$ cat config.mk
export PLATFORM = sky130hd
export DESIGN_NAME = nvm_access_protection_factory_info_row
export DESIGN_NICKNAME = d
export VERILOG_FILES = /design/src/verilog/nvm_prot_pkg.sv /design/src/verilog/nvm_access_protection_factory_info_row.sv
export SDC_FILE = /design/constraint.sdc
export NUM_CORES = 1
export LEC_CHECK = 0
export BUFFER_PORTS_ARGS = -buffer_cell sky130_fd_sc_hd__buf_4
export CORE_ASPECT_RATIO = 1.2
export CORE_MARGIN = 5
export CORE_UTILIZATION = 30
export DETAILED_ROUTE_END_ITERATION = 10
export PLACE_DENSITY = 0.45
export SKIP_LAST_GASP = 1
export SLEW_MARGIN = 30
export SYNTH_ARGS = -nofsm -noshare
export SYNTH_HDL_FRONTEND = slang
export SYNTH_SLANG_ARGS = --single-unit
$ cat constraint.sdc
create_clock -name core_clk_i -period 3.37 [get_ports core_clk_i]
set_input_delay 0.1685 -clock core_clk_i [delete_from_list [all_inputs] [get_ports core_clk_i]]
set_output_delay 0.1685 -clock core_clk_i [all_outputs]
set_load 0.02 [all_outputs]
$ cat src/verilog/nvm_prot_pkg.sv
// Shared constants and types for the nonvolatile memory access protection block
package nvm_prot_pkg;

    // ************************************************************
    // Data space windows
    // ************************************************************
    localparam logic [15:0] SRAM_START = 16'h7800;
    localparam logic [15:0] SRAM_END = 16'h7fff;
    localparam logic [15:0] EEPROM_START = 16'h1400;
    localparam logic [15:0] EEPROM_SIZE = 16'h0200;
    localparam logic [15:0] FLASH_START = 16'h8000;
    localparam logic [15:0] INFO_ROW_BASE = 16'h1100;
    localparam logic [15:0] INFO_ROW_SIZE = 16'h0020;
    localparam logic [15:0] USER_ROW_BASE = 16'h1200;
    localparam logic [15:0] USER_ROW_SIZE = 16'h0040;

    // ************************************************************
    // Factory information row offsets
    // ************************************************************
    localparam logic [4:0] ID_OFS_FIRST = 5'h00;
    localparam logic [4:0] ID_OFS_LAST = 5'h02;
    localparam logic [4:0] GAIN_OFS = 5'h04;
    localparam logic [4:0] OFFSET_OFS = 5'h06;
    localparam logic [4:0] SERIAL_OFS_FIRST = 5'h10;
    localparam logic [4:0] SERIAL_OFS_LAST = 5'h1f;

    // ************************************************************
    // Protection configuration fuse
    // ************************************************************
    localparam logic [11:0] PROTECTION_ACTIVE_KEY = 12'hb45;
    localparam logic [1:0] ACCESS_DISABLED_LEVEL = 2'h2;
    localparam logic [1:0] CFG_UNUSED_ZERO = 2'h0;

    typedef struct packed {
        logic [11:0] key;
        logic [1:0] unused;
        logic [1:0] level;
    } prot_cfg_t;

    // ************************************************************
    // Regions, requests and answers
    // ************************************************************
    typedef enum logic [2:0] {
        REGION_NONE = 3'h0,
        REGION_SRAM = 3'h1,
        REGION_EEPROM = 3'h3,
        REGION_FLASH = 3'h2,
        REGION_INFO = 3'h6,
        REGION_USER = 3'h7
    } region_t;

    typedef struct packed {
        logic valid;
        logic write;
        logic fetch;
        logic boot_exec;
        logic [15:0] addr;
        logic [7:0] wdata;
    } cpu_req_t;

    typedef struct packed {
        logic valid;
        logic write;
        logic erase;
        logic [15:0] addr;
        logic [7:0] wdata;
    } dbg_req_t;

    typedef struct packed {
        logic ack;
        logic err;
        logic [7:0] rdata;
    } resp_t;

    typedef struct packed {
        logic valid;
        logic write;
        logic from_dbg;
        region_t region;
        logic [15:0] addr;
        logic [7:0] wdata;
    } fwd_t;

    localparam resp_t RESP_IDLE = '{ack: 1'b0, err: 1'b0, rdata: 8'h00};
    localparam fwd_t FWD_IDLE = '{valid: 1'b0, write: 1'b0, from_dbg: 1'b0, region: REGION_NONE,
                                  addr: 16'h0000, wdata: 8'h00};

endpackage
$ cat src/verilog/nvm_access_protection_factory_info_row.sv
// Access protection, memory windows, factory information row and end-user row
`timescale 1ns/100ps

module nvm_access_protection_factory_info_row #(
    parameter logic [23:0] PART_IDENTIFIER = 24'h00_00_01, // Arbitrary value
    parameter logic [15:0] TEMP_GAIN_CALIBRATION = 16'h0000,
    parameter logic [15:0] TEMP_OFFSET_CALIBRATION = 16'h0000,
    parameter logic [127:0] UNIT_SERIAL = 128'h0, // Arbitrary value
    parameter int USER_ROW_BYTES = 64
) (
    // Clock and reset
    input wire logic core_clk_i,
    input wire logic rst_n_i,
    // Fuse and status inputs
    input wire nvm_prot_pkg::prot_cfg_t protection_config_fuse_i,
    input wire logic lock_key_locked_i,
    input wire logic crc_ok_i,
    // CPU side
    input wire nvm_prot_pkg::cpu_req_t cpu_req_i,
    output nvm_prot_pkg::resp_t cpu_resp_o,
    // Single-pin debug port side
    input wire nvm_prot_pkg::dbg_req_t dbg_req_i,
    output nvm_prot_pkg::resp_t dbg_resp_o,
    // Memory controller side
    output nvm_prot_pkg::fwd_t fwd_o,
    output logic full_erase_command_o,
    // Status
    output logic crc_status_o,
    output logic protect_active_o,
    output logic locked_o,
    output logic [15:0] stack_reset_o
);

    // ************************************************************
    // Elaboration checks
    // ************************************************************
    if (USER_ROW_BYTES != 64) begin : g_bad_user_row
        $error("end-user row must be 64 bytes");
    end

    // ************************************************************
    // Decoding functions
    // ************************************************************
    function automatic nvm_prot_pkg::region_t region_of(input logic [15:0] addr);
        nvm_prot_pkg::region_t r;
        r = nvm_prot_pkg::REGION_NONE;
        if (addr >= nvm_prot_pkg::FLASH_START) begin
            r = nvm_prot_pkg::REGION_FLASH;
        end else if (addr >= nvm_prot_pkg::SRAM_START && addr <= nvm_prot_pkg::SRAM_END) begin
            r = nvm_prot_pkg::REGION_SRAM;
        end else if (addr >= nvm_prot_pkg::EEPROM_START &&
                     addr < nvm_prot_pkg::EEPROM_START + nvm_prot_pkg::EEPROM_SIZE) begin
            r = nvm_prot_pkg::REGION_EEPROM;
        end else if (addr >= nvm_prot_pkg::INFO_ROW_BASE &&
                     addr < nvm_prot_pkg::INFO_ROW_BASE + nvm_prot_pkg::INFO_ROW_SIZE) begin
            r = nvm_prot_pkg::REGION_INFO;
        end else if (addr >= nvm_prot_pkg::USER_ROW_BASE &&
                     addr < nvm_prot_pkg::USER_ROW_BASE + nvm_prot_pkg::USER_ROW_SIZE) begin
            r = nvm_prot_pkg::REGION_USER;
        end
        return r;
    endfunction

    function automatic logic [7:0] info_byte(input logic [4:0] ofs);
        logic [7:0] b;
        b = 8'h00;
        if (ofs <= nvm_prot_pkg::ID_OFS_LAST) begin
            b = PART_IDENTIFIER[8 * ofs[1:0] +: 8];
        end else if (ofs == nvm_prot_pkg::GAIN_OFS || ofs == nvm_prot_pkg::GAIN_OFS + 5'h01) begin
            b = TEMP_GAIN_CALIBRATION[8 * ofs[0] +: 8];
        end else if (ofs == nvm_prot_pkg::OFFSET_OFS || ofs == nvm_prot_pkg::OFFSET_OFS + 5'h01) begin
            b = TEMP_OFFSET_CALIBRATION[8 * ofs[0] +: 8];
        end else if (ofs >= nvm_prot_pkg::SERIAL_OFS_FIRST) begin
            b = UNIT_SERIAL[8 * ofs[3:0] +: 8];
        end
        return b;
    endfunction

    // ************************************************************
    // Protection state, taken once after reset release; CRC status follows every cycle
    // ************************************************************
    logic fuses_taken;
    logic prot_q;
    logic lock_q;
    logic crc_q;
    wire logic cfg_requests_prot;

    assign cfg_requests_prot = protection_config_fuse_i.key == nvm_prot_pkg::PROTECTION_ACTIVE_KEY &&
                               protection_config_fuse_i.unused == nvm_prot_pkg::CFG_UNUSED_ZERO &&
                               protection_config_fuse_i.level == nvm_prot_pkg::ACCESS_DISABLED_LEVEL;

    always_ff @(posedge core_clk_i or negedge rst_n_i) begin
        if (!rst_n_i) begin
            fuses_taken <= 1'b0;
            prot_q <= 1'b0;
            lock_q <= 1'b0;
        end else if (!fuses_taken) begin
            fuses_taken <= 1'b1;
            prot_q <= cfg_requests_prot & lock_key_locked_i;
            lock_q <= lock_key_locked_i;
        end
    end

    always_ff @(posedge core_clk_i or negedge rst_n_i) begin
        if (!rst_n_i) begin
            crc_q <= 1'b0;
        end else begin
            crc_q <= crc_ok_i;
        end
    end

    // ************************************************************
    // End-user row storage
    // ************************************************************
    logic [7:0] user_row [USER_ROW_BYTES];

    // ************************************************************
    // CPU access decode
    // ************************************************************
    nvm_prot_pkg::region_t cpu_region;
    wire logic cpu_rd;
    wire logic cpu_wr;
    wire logic cpu_fetch_sram;
    wire logic cpu_flash_wr_bad;
    wire logic cpu_info_wr;
    wire logic cpu_local;
    wire logic cpu_user_wr;
    wire logic dbg_user_wr;
    wire logic cpu_deny;
    wire logic cpu_fwd;
    wire logic [7:0] cpu_local_data;

    assign cpu_region = region_of(cpu_req_i.addr);
    assign cpu_rd = cpu_req_i.valid & ~cpu_req_i.write;
    assign cpu_wr = cpu_req_i.valid & cpu_req_i.write;
    assign cpu_fetch_sram = cpu_rd & cpu_req_i.fetch & (cpu_region != nvm_prot_pkg::REGION_FLASH);
    assign cpu_flash_wr_bad = cpu_wr & (cpu_region == nvm_prot_pkg::REGION_FLASH) &
                              prot_q & ~cpu_req_i.boot_exec;
    assign cpu_info_wr = cpu_wr & (cpu_region == nvm_prot_pkg::REGION_INFO);
    assign cpu_local = cpu_region == nvm_prot_pkg::REGION_INFO || cpu_region == nvm_prot_pkg::REGION_USER;
    assign cpu_user_wr = cpu_wr & (cpu_region == nvm_prot_pkg::REGION_USER) & ~dbg_user_wr;
    assign cpu_deny = cpu_fetch_sram | cpu_flash_wr_bad | cpu_info_wr |
                      (cpu_req_i.valid & cpu_region == nvm_prot_pkg::REGION_NONE) |
                      (cpu_wr & cpu_region == nvm_prot_pkg::REGION_USER & dbg_user_wr);
    assign cpu_fwd = cpu_req_i.valid & ~cpu_deny & ~cpu_local;
    assign cpu_local_data = (cpu_region == nvm_prot_pkg::REGION_INFO) ? info_byte(cpu_req_i.addr[4:0]) :
                            user_row[cpu_req_i.addr[5:0]];

    // ************************************************************
    // Debug port access decode
    // ************************************************************
    nvm_prot_pkg::region_t dbg_region;
    wire logic dbg_rd;
    wire logic dbg_wr;
    wire logic dbg_erase;
    wire logic dbg_is_id;
    wire logic dbg_rd_bad;
    wire logic dbg_wr_bad;
    wire logic dbg_local;
    wire logic dbg_want_fwd;
    wire logic dbg_busy;
    wire logic dbg_deny;
    wire logic dbg_fwd;
    wire logic [7:0] dbg_local_data;

    assign dbg_region = region_of(dbg_req_i.addr);
    assign dbg_erase = dbg_req_i.valid & dbg_req_i.erase;
    assign dbg_rd = dbg_req_i.valid & ~dbg_req_i.erase & ~dbg_req_i.write;
    assign dbg_wr = dbg_req_i.valid & ~dbg_req_i.erase & dbg_req_i.write;
    assign dbg_is_id = dbg_region == nvm_prot_pkg::REGION_INFO &&
                       dbg_req_i.addr[4:0] <= nvm_prot_pkg::ID_OFS_LAST;
    // Locked: reads only the part identifier, writes only the end-user row; protected: nothing at all
    assign dbg_rd_bad = dbg_rd & (prot_q | (lock_q & ~dbg_is_id) |
                        dbg_region == nvm_prot_pkg::REGION_NONE);
    assign dbg_wr_bad = dbg_wr & (prot_q | dbg_region == nvm_prot_pkg::REGION_INFO |
                        dbg_region == nvm_prot_pkg::REGION_NONE |
                        (lock_q & dbg_region != nvm_prot_pkg::REGION_USER));
    assign dbg_user_wr = dbg_wr & ~dbg_wr_bad & (dbg_region == nvm_prot_pkg::REGION_USER);
    assign dbg_local = dbg_region == nvm_prot_pkg::REGION_INFO || dbg_region == nvm_prot_pkg::REGION_USER;
    assign dbg_want_fwd = (dbg_rd | dbg_wr) & ~dbg_rd_bad & ~dbg_wr_bad & ~dbg_local;
    assign dbg_busy = dbg_want_fwd & cpu_fwd;
    assign dbg_deny = dbg_rd_bad | dbg_wr_bad | dbg_busy | (dbg_erase & prot_q);
    assign dbg_fwd = dbg_want_fwd & ~cpu_fwd;
    assign dbg_local_data = (dbg_region == nvm_prot_pkg::REGION_INFO) ? info_byte(dbg_req_i.addr[4:0]) :
                            user_row[dbg_req_i.addr[5:0]];

    // ************************************************************
    // End-user row writes; full erase leaves it alone
    // ************************************************************
    always_ff @(posedge core_clk_i) begin
        if (dbg_user_wr) begin
            user_row[dbg_req_i.addr[5:0]] <= dbg_req_i.wdata;
        end else if (cpu_user_wr) begin
            user_row[cpu_req_i.addr[5:0]] <= cpu_req_i.wdata;
        end
    end

    // ************************************************************
    // Answers, forwarding and erase
    // ************************************************************
    nvm_prot_pkg::resp_t next_cpu_resp;
    nvm_prot_pkg::resp_t next_dbg_resp;
    nvm_prot_pkg::fwd_t next_fwd;

    assign next_cpu_resp = '{ack: cpu_req_i.valid & ~cpu_deny, err: cpu_deny,
                             rdata: (cpu_rd & ~cpu_deny & cpu_local) ? cpu_local_data : 8'h00};
    assign next_dbg_resp = '{ack: dbg_req_i.valid & ~dbg_deny, err: dbg_deny,
                             rdata: (dbg_rd & ~dbg_deny & dbg_local) ? dbg_local_data : 8'h00};
    assign next_fwd = cpu_fwd ?
        nvm_prot_pkg::fwd_t'{valid: 1'b1, write: cpu_req_i.write, from_dbg: 1'b0, region: cpu_region,
          addr: cpu_req_i.addr, wdata: cpu_req_i.wdata} :
        dbg_fwd ?
        nvm_prot_pkg::fwd_t'{valid: 1'b1, write: dbg_req_i.write, from_dbg: 1'b1, region: dbg_region,
          addr: dbg_req_i.addr, wdata: dbg_req_i.wdata} :
        nvm_prot_pkg::FWD_IDLE;

    always_ff @(posedge core_clk_i or negedge rst_n_i) begin
        if (!rst_n_i) begin
            cpu_resp_o <= nvm_prot_pkg::RESP_IDLE;
            dbg_resp_o <= nvm_prot_pkg::RESP_IDLE;
            fwd_o <= nvm_prot_pkg::FWD_IDLE;
            full_erase_command_o <= 1'b0;
        end else begin
            cpu_resp_o <= next_cpu_resp;
            dbg_resp_o <= next_dbg_resp;
            fwd_o <= next_fwd;
            full_erase_command_o <= dbg_erase & ~prot_q;
        end
    end

    // ************************************************************
    // Status outputs
    // ************************************************************
    assign crc_status_o = crc_q;
    assign protect_active_o = prot_q;
    assign locked_o = lock_q;
    assign stack_reset_o = nvm_prot_pkg::SRAM_END;

endmodule

Word level (Yosys, flattened, before mapping) --
Memories as Yosys holds them, arrays and structs flattened. Cells that the tools add are included.
Storage, ports and cells: register bits after elaboration 55, bits in latches 0, RAM bits 512, memory bits (read-only) 0, input port bits 75, output and inout port bits 70, logic and storage cells 180, memories kept 1
Memories:
- user_row | depth 64, bits a word 8, rd ports 2, clocked after memory_dff 0, wr ports 1, RTL line nvm_access_protection_factory_info_row.sv:115 | logic [7:0] user_row [USER_ROW_BYTES];
Cells by class: add/sub/neg operators 0, multipliers 0, div/mod/pow operators 0, order comparisons 22, equal/unequal tests 17, shifts and indexed selects 6, multiplexer cells 32, bitwise operators 64, reduce and logical (&&, ||, !) cells 21
Operators by type and width (number):
- $shiftx A128 B8 Y8 const A | 2
- $mux W8 | 13
- $ge A16 B13 Y1 const B | 6
- $lt A16 B13 Y1 const B | 6
- $mux W30 | 2
- $shiftx A24 B6 Y8 const A | 2
- $eq A5 B3 Y1 const B | 8
- $and A1 B1 Y1 | 37
- $ge A16 B15 Y1 const B | 2
- $ge A16 B16 Y1 const B | 2
- $le A16 B15 Y1 const B | 2
- $shiftx A16 B5 Y8 const A | 2
- $mux W3 | 10
- $not A1 Y1 | 14
- $or A1 B1 Y1 | 13
- $eq A12 B12 Y1 const B | 1
- $eq A3 B3 Y1 const B | 4
- $logic_and A1 B1 Y1 | 11
- $ge A5 B5 Y1 const B | 2
- $le A5 B2 Y1 const B | 2
- $reduce_or A8 Y1 | 1
- $logic_not A3 Y1 | 2
- $logic_or A1 B1 Y1 | 6
- $mux W1 | 6
- 6 further kinds | 6

Longest topological paths before layout --
Gate-level depths: netlist of run 1.
depth after elaboration 27, gate-level depth with buffers 10, depth with buffers taken out 6

Worst setup path after synthesis of run 1 --
OpenSTA, ideal clock, no wires.
kind input to register, start point input cpu_req_i[19] (netlist name), end point memory user_row[3][0], enable pin, library setup time 0.370 ns, data arrival time 2.124 ns, data required time 3.000 ns, path slack 0.876 ns, stages on the path 6, path buffers 0, path through or4b_4 > nor2b_1 > nand4_1 > nor2_1 > a31oi_1 > nor2_1
Between the ends: word-level cells in the longest chain between the ends 15, elaborated cells between the ends (all ways) 27, classes of those cells 9 x order compare; 1 x eq/ne; 10 x mux; 2 x bitwise; 5 x reduce/logical
RTL lines:
- start: declaration | RTL line nvm_access_protection_factory_info_row.sv:19 | input wire nvm_prot_pkg::cpu_req_t cpu_req_i,
- $ge A16 B13 Y1 or $lt A16 B13 Y1 (tied branches) | RTL line nvm_access_protection_factory_info_row.sv:57, nvm_access_protection_factory_info_row.sv:58
- $logic_and A1 B1 Y1 | RTL line nvm_access_protection_factory_info_row.sv:57 | end else if (addr >= nvm_prot_pkg::USER_ROW_BASE &&
- $mux W3 | RTL line nvm_access_protection_factory_info_row.sv:57
- $mux W3 | RTL line nvm_access_protection_factory_info_row.sv:54 | end else if (addr >= nvm_prot_pkg::INFO_ROW_BASE &&
- $mux W3 | RTL line nvm_access_protection_factory_info_row.sv:51 | end else if (addr >= nvm_prot_pkg::EEPROM_START &&
- $mux W3 | RTL line nvm_access_protection_factory_info_row.sv:49 | end else if (addr >= nvm_prot_pkg::SRAM_START && addr <= nvm_prot_pkg::SRAM_END) begin
- $mux W3 * | RTL line nvm_access_protection_factory_info_row.sv:47 | if (addr >= nvm_prot_pkg::FLASH_START) begin
- $eq A3 B3 Y1 * | RTL line nvm_access_protection_factory_info_row.sv:141 | assign cpu_user_wr = cpu_wr & (cpu_region == nvm_prot_pkg::REGION_USER) & ~dbg_user_wr;
- $and A1 B1 Y1 * (2 in series) | RTL line nvm_access_protection_factory_info_row.sv:141
- $mux W1 * | RTL line nvm_access_protection_factory_info_row.sv:193 | end else if (cpu_user_wr) begin
- $mux W1 * | RTL line nvm_access_protection_factory_info_row.sv:191 | if (dbg_user_wr) begin
- $mux W1 (not written as such) * | RTL line nvm_access_protection_factory_info_row.sv:194 | user_row[cpu_req_i.addr[5:0]] <= cpu_req_i.wdata;
- $reduce_or A8 Y1 (no source line)
- $mux W6 (no source line) or $mux W1 (tied branches)
- end: declaration | RTL line nvm_access_protection_factory_info_row.sv:115
Mark *: on every way between the ends. The rest lies on a longest branch, timed or not.

==> results of run 1 <==
==> kinds of logic after synthesis <==
kind of cell | after synthesis
and+or+nand+nor | 297
AOI/OAI and AO/OA | 215
buffers and inverters | 137
DFF | 567
muxes | 326
other | 2
==> state kept, by name (all words and copies together) (netlist names) <==
signal,flops
protect_active_o,1
fuses_taken,1
locked_o,1
crc_status_o,1
full_erase_command_o,1
user_row,512
dbg_resp_o,10
fwd_o,30
cpu_resp_o,10
==> final cells by class <==
| type | instances | area [µm²] |
|---|---|---|
| clock buffers | 68 | 1530 |
| diodes | 1 | 2.50 |
| repair buffers | 327 | 2710 |
| flip-flops and latches | 567 | 16800 |
| fillers | 8278 | 56500 |
| well taps | 1159 | 1450 |
| clock inverters | 39 | 502 |
| multi-input cells | 856 | 9430 |
| inverters | 10 | 37.5 |
==> worst register-to-register path, delay by kind of cell (launching register included) <==
family / cells / cell delay [ns]
AOI/OAI and AO/OA: 1 / 0.06
DFF: 1 / 0.38
and+or+nand+nor: 5 / 1.54
buffers and inverters: 2 / 0.37
==> metal layers <==
metal / track usage, % / up-vias / wire length [µm]
met3: 2.90 / 140 / 5180
met1: 23.3 / 8681 / 35300
met4: 6.08 / 2 / 3230
met5: 0 / - / 13
li1: - / 6943 / -
met2: 32.6 / 617 / 45500
==> worst min-delay path by stage <==
stage	from	to	slack (ns)	depth (start not counted)
final	dbg_req_i[9]	fwd_o[9]	0.04	3
after global routing	dbg_req_i[9]	fwd_o[9]	0.06	3
after CTS	dbg_req_i[15]	dbg_resp_o[0]	0.02	5
after detailed placement	crc_ok_i	crc_status_o	0.29	1
after global placement	crc_ok_i	crc_status_o	0.28	1
after floorplan	rst_n_i	cpu_resp_o[0]	-0.13	0
==> power breakdown <==
group	switching, mW	internal [mW]	total, mW
Clock	2.87	4.09	6.96
Sequential	0.0107	7.69	7.70
Combinational	0.904	0.602	1.51
==> stage by stage <==
step | cell area [µm²] | total power, mW | setup slack (ns)
floorplan | 26800 | 8.67 | 0.876
global placement | 29800 | 9.32 | 0.304
detailed placement | 29800 | 9.32 | 0.294
CTS | 32400 | 16.3 | 0.00259
global route | 32400 | 16.7 | 0.0707
finish | 32400 | 16.2 | 0.170
==> placed cells by master (no fill, tap or decap), types with 22 or more instances in the layout <==
cell / Yosys / layout
a21oi_1: 38 / 38
a22oi_1: 23 / 23
buf_4: 18 / 260
clkbuf_16: 0 / 59
dfrtp_1: 55 / 55
dlygate4sd3_1: 0 / 56
edfxtp_1: 512 / 512
mux2i_1: 59 / 59
mux4_2: 252 / 252
nand2_1: 87 / 87
nor2_1: 92 / 92
nor2b_1: 30 / 30
o21ai_0: 26 / 26
o22ai_1: 22 / 22
==> timing repair <==
item / CTS / global route
hold buffers: 56 / 0
endpoints found under the setup margin: 0 / 8
hold endpoints to repair: 91 / 0
gates resized for setup: 0 / 1
==> Yosys cell counts (4+ instances only) <==
cell and instances:
buf_4 18, nand3_1 19, a21oi_1 38, mux2i_1 59, nor2_1 92, nand2b_1 8, a22oi_1 23, nand4_1 5
edfxtp_1 512, a32o_1 5, o21ai_0 26, dfrtp_1 55, and3_1 5, nor3_1 14, buf_1 9, or3_1 5
buf_2 46, o21ai_1 7, or2_2 4, a211oi_1 21, nor3b_1 5, a221oi_1 17, inv_1 10, nor4bb_1 4
a31oi_1 17, mux4_2 252, nand2_1 87, o221ai_1 7, clkbuf_1 50, nor2b_1 30, and2_1 4, mux2_2 15
o22ai_1 22
==> flow_metrics.py, run 1 <==
metrics = {
    "synthesis": {
        "synth_edf_count": 512,
        "synthXorXnorAreaFrac_pct": 0,
        "avgSynthCellArea_um2": 17.3,
        "async_flop_share_pct": 9.70,
        "ys_top_cells_by_area": "edfxtp_1 (57%), mux4_2 (21%), dfrtp_1 (5.1%)",
        "yosys_warnings": 0,
        "ys.flop_type": "edfxtp_1",
        "synth_compound_area_share_pct": 5.51,
        "synth_top_family_by_area": "multiplexers",
        "netlist_instances": 1544,
        "ys_ff_latch": 567,
        "synth.distinct_cells": 64,
        "yosysSeqAreaShare_pct": 62.6,
        "synth_top_cell_area_share_pct": 57.4,
        "synth_fa_ha_area_share_pct": 0,
        "yosys.area.top_type": "edfxtp_1",
        "synth_area_um2": 26800,
        "synth.mux.area_fraction_pct": 24.0,
        "synthSimpleGateAreaFrac_pct": 5.38,
    },
    "floorplan": {
        "dieArea_um2": 95300,
        "core_um2": 88900,
        "die_h_um": 337,
        "start_util_pct": 30.1,
        "ios": 145,
        "rows": 120,
        "die_w_um": 283,
    },
    "sta": {
        "worstMarginPinSlew_ns": 0.946,
        "setup-tns-final_ns": 0,
        "relSlewSlack_pct": 36.6,
        "drv_slew": 0,
        "fin_crit_ns": 3.20,
        "fmax_mhz": 313,
        "fin_crit_sh_pct": 94.9,
        "finalSetupViolations": 0,
        "hold_ws_ns": 0.0403,
        "skew_ns": 0.0210,
        "grt_setup_unrepaired": "false",
        "hold_viol": 0,
    },
    "setup_path": {
        "timing.rr.end": "user_row[7][6]",
        "cp_max_fo": 26,
        "regToRegSetupSlack_ns": 0.64,
        "crit_path_end_kind": "flip-flop",
        "endpoint": "fwd_o[17]",
        "timing.rr.start": "protect_active_o",
        "path_buf_inv": 4,
        "critical_path_class": "in -> reg",
        "required_ns": 3.88,
        "crit_path_max_incr_delay_ns": 0.67,
        "cp-startpoint": "dbg_req_i[13]",
        "cp.depth": 10,
        "crit_chain": "dlygate4sd3_1 > buf_4 > or3b_4 > a211oi_1 > o21ba_2 > o311ai_1 > a211o_2 > buf_4 > o21ai_0 > dlygate4sd3_1",
        "cp-start-kind": "primary input",
        "crit_arrival_ns": 3.71,
        "cp_slowest_cell": "o311ai_1",
        "reg2reg_depth": 8,
        "crit_family": "buffers and inverters",
    },
    "detailed_routing": {
        "antenna_left": 0,
        "wire_per_inst_um": 29.5,
        "wirelength_um": 89200,
        "drt_iter0_drc": 1406,
        "vias": 16400,
        "route.detailed.drc": 0,
        "drt-vias-per-instance": 5.41,
        "first_pass_iters": 5,
    },
    "power": {
        "pwr_density_cell_nw_per_um2": 499,
        "ir_drop_mv": 0.362,
        "leakagePower_nw": 10.9,
    },
    "clock_network": {
        "worst_skew_pair.late_latency_ns": 0.64,
        "root_buffer": "clkbuf_16",
        "cts_tree": "built",
        "cts_setup_buffers": 0,
        "htree_levels": 2,
        "cts_buffer_depth": 3,
        "cts_buffers": 57,
        "path_clk_slew_ns": 0.07,
        "cts_sinks": 567,
    },
    "place": {
        "gp_congestion": 0.820,
        "dpl.cell_count": 2863,
        "port_buffers": 128,
        "hpwl_um": 60600,
    },
    "flow_run": {
        "drv_cap": 0,
    },
    "layout": {
        "final_cells": 3027,
        "final_layout_size_suffix_gt1_share_pct": 34.7,
        "postLayoutCoreUtil_pct": 36.5,
        "area_delta_synth_final_pct": 21.0,
        "fin_nets": 1894,
    },
    "global_routing": {
        "first_global_vias": 17100,
        "grt_antenna_before_repair": 3,
        "grt_first_pass_wirelength_um": 127000,
        "grt_use_total_pct": 18.5,
        "grt_max_degree": 65,
        "grt_overflow": 0,
    },
    "run_status": {
        "status": "completed",
    },
    "worst_hold_path": {
        "hp-class": "in -> reg",
    },
}
Note: power is estimated with default switching activity, not from simulation.
==> run 2, diff against run 1 <==
- clock period: 3.37 -> 3.2 ns (I/O delays scaled with it)
==> run 2 against run 1 <==
Against the previous run:
- via count grew 1.2%
- design area is 0.11% higher
- highest routed layer is now met4
- largest power group unchanged
- utilization about the same
- critical endpoint is now user_row[21][0]
- clock power shrank 1%
- global-route usage is 0.089 points higher
- die area is the same
- clock skew decreased by 0.0019 ns
- sequential share of layout area shrank 0.058 points
- sequential power rose by 5.3%
- critical path type unchanged
- count of clock-buffer cells in the layout decreased by 5
==> flow_metrics.py, run 2 (synthesized netlist as in run 1, its figures left out) <==
metrics = {
    "run_status": {
        "status": "completed",
    },
    "sta": {
        "skew_ns": 0.0191,
        "hold_ws_ns": 0.0104,
        "drv_slew": 0,
        "worstMarginPinSlew_ns": 0.989,
        "relSlewSlack_pct": 34.0,
        "fmax_mhz": 322,
        "finalSetupViolations": 0,
        "fin_crit_ns": 3.11,
        "fin_ws_ns": 0.0937,
        "setup-tns-final_ns": 0,
        "grt_setup_unrepaired": "false",
        "hold_viol": 0,
        "fin_crit_sh_pct": 97.1,
    },
    "setup_path": {
        "cp_max_fo": 8,
        "crit_path_max_incr_delay_ns": 0.70,
        "crit_arrival_ns": 3.35,
        "crit_path_end_kind": "flip-flop",
        "required_ns": 3.44,
        "crit_family": "simple AND/OR/NAND/NOR gates",
        "critical_path_class": "in -> reg",
        "cp-start-kind": "primary input",
        "path_buf_inv": 3,
        "crit_chain": "dlygate4sd3_1 > buf_4 > or4b_4 > nor2b_1 > nand4_1 > nor2_1 > a31oi_1 > buf_4 > nor2_1",
        "cp_slowest_cell": "nor2_1",
    },
    "global_routing": {
        "grt_antenna_before_repair": 2,
        "first_global_vias": 17300,
        "grt_max_degree": 65,
        "grt_overflow": 0,
        "grt_first_pass_wirelength_um": 127000,
        "grt_use_total_pct": 18.6,
    },
    "floorplan": {
        "rows": 120,
        "die_w_um": 283,
        "core_um2": 88900,
        "ios": 145,
        "dieArea_um2": 95300,
        "die_h_um": 337,
        "start_util_pct": 30.1,
    },
    "clock_network": {
        "cts_sinks": 567,
        "path_clk_slew_ns": 0.07,
        "cts_buffers": 56,
        "htree_levels": 2,
        "cts_setup_buffers": 0,
        "postCtsHoldBufs": 59,
        "root_buffer": "clkbuf_16",
        "cts_tree": "built",
        "worst_skew_pair.late_latency_ns": 0.63,
        "cts_buffer_depth": 3,
        "cts_resized": 0,
    },
    "layout": {
        "n_fill_cell": 8365,
        "largest_reg_flops": 512,
        "postLayoutCoreUtil_pct": 36.5,
        "final_cell_mix": "edfxtp_1 (512), buf_4 (279), mux4_2 (252)",
        "seq_area_um2": 16800,
        "fin_nets": 1916,
        "final_common_cell": "edfxtp_1",
        "area_delta_synth_final_pct": 21.2,
        "final_cell_area_um2": 32400,
        "multi_input_area_um2": 9420,
        "final_layout_size_suffix_gt1_share_pct": 35.0,
    },
    "worst_hold_path": {
        "hp-class": "in -> reg",
    },
    "place": {
        "gp_congestion": 0.865,
        "place_ws_ns": 0.0452,
        "hpwl_um": 61600,
        "placed_cell_area_um2": 30000,
        "port_buffers": 128,
    },
    "detailed_routing": {
        "antenna_left": 0,
        "drt_iter0_drc": 1272,
        "vias": 16600,
        "first_pass_iters": 5,
        "wire_per_inst_um": 29.7,
        "drt-vias-per-instance": 5.44,
        "wirelength_um": 90400,
        "route.detailed.drc": 0,
    },
    "power": {
        "leakagePower_nw": 10.9,
        "ir_drop_mv": 0.387,
        "pwr_density_cell_nw_per_um2": 512,
    },
    "flow_run": {
        "drv_cap": 0,
    },
}
==> run 2: layout make-up <==
cell class,instances,area share [%]
diodes,3,0.0231
clock inverters,39,1.32
multi-input cells,856,29.0
repair buffers,350,8.93
inverters,10,0.116
clock buffers,63,4.47
flip-flops and latches,567,51.6
well taps,1159,4.47
==> run 2: worst paths after layout <==
| check | slack, ns | to | depth (start not counted) | startpoint |
|---|---|---|---|---|
| max | 0.09 | user_row[21][0] | 9 | cpu_req_i[19] |
| min | 0.01 | protect_active_o | 3 | protection_config_fuse_i[4] |
| max reg2reg | 0.46 | user_row[21][0] | 8 | protect_active_o |
| min reg2reg | 0.54 | locked_o | 1 | fuses_taken |
| max in group asynchronous | 2.46 | fwd_o[8] | 2 | rst_n_i |
| min in group asynchronous | 0.17 | cpu_resp_o[9] | 2 | rst_n_i |
==> run 2: worst reg2reg max path, stage by stage, from the launching register on <==
cell,delay (ns)
dfrtp_1,0.38
nor4bb_1,0.26
nand4b_1,0.19
nor3b_4,0.24
buf_12,0.17
nor3b_1,0.19
a31oi_1,0.08
buf_4,0.18
nor2_1,0.67
==> run 2: metrics by stage <==
stage / instances / power [mW]
floorplan: 1560 / 9.14
global placement: 2883 / 9.84
detailed placement: 2883 / 9.84
CTS: 3044 / 16.8
global route: 3044 / 17.2
finish: 3047 / 16.6
==> run 2: metal layers <==
metal / wire length [µm] / vias to the layer above / track usage [%]
li1: - / 6998 / -
met2: 44800 / 605 / 32.1
met3: 5220 / 116 / 3.03
met5: 0 / - / 0
met4: 2990 / 0 / 5.81
met1: 37300 / 8867 / 24.1
==> run 2: power breakdown <==
part | leakage [nW] | internal, mW | total, mW | switching, mW
Sequential | 5.33 | 8.10 | 8.11 | 0.0122
Clock | 0.902 | 3.91 | 6.89 | 2.98
Combinational | 4.71 | 0.654 | 1.62 | 0.966
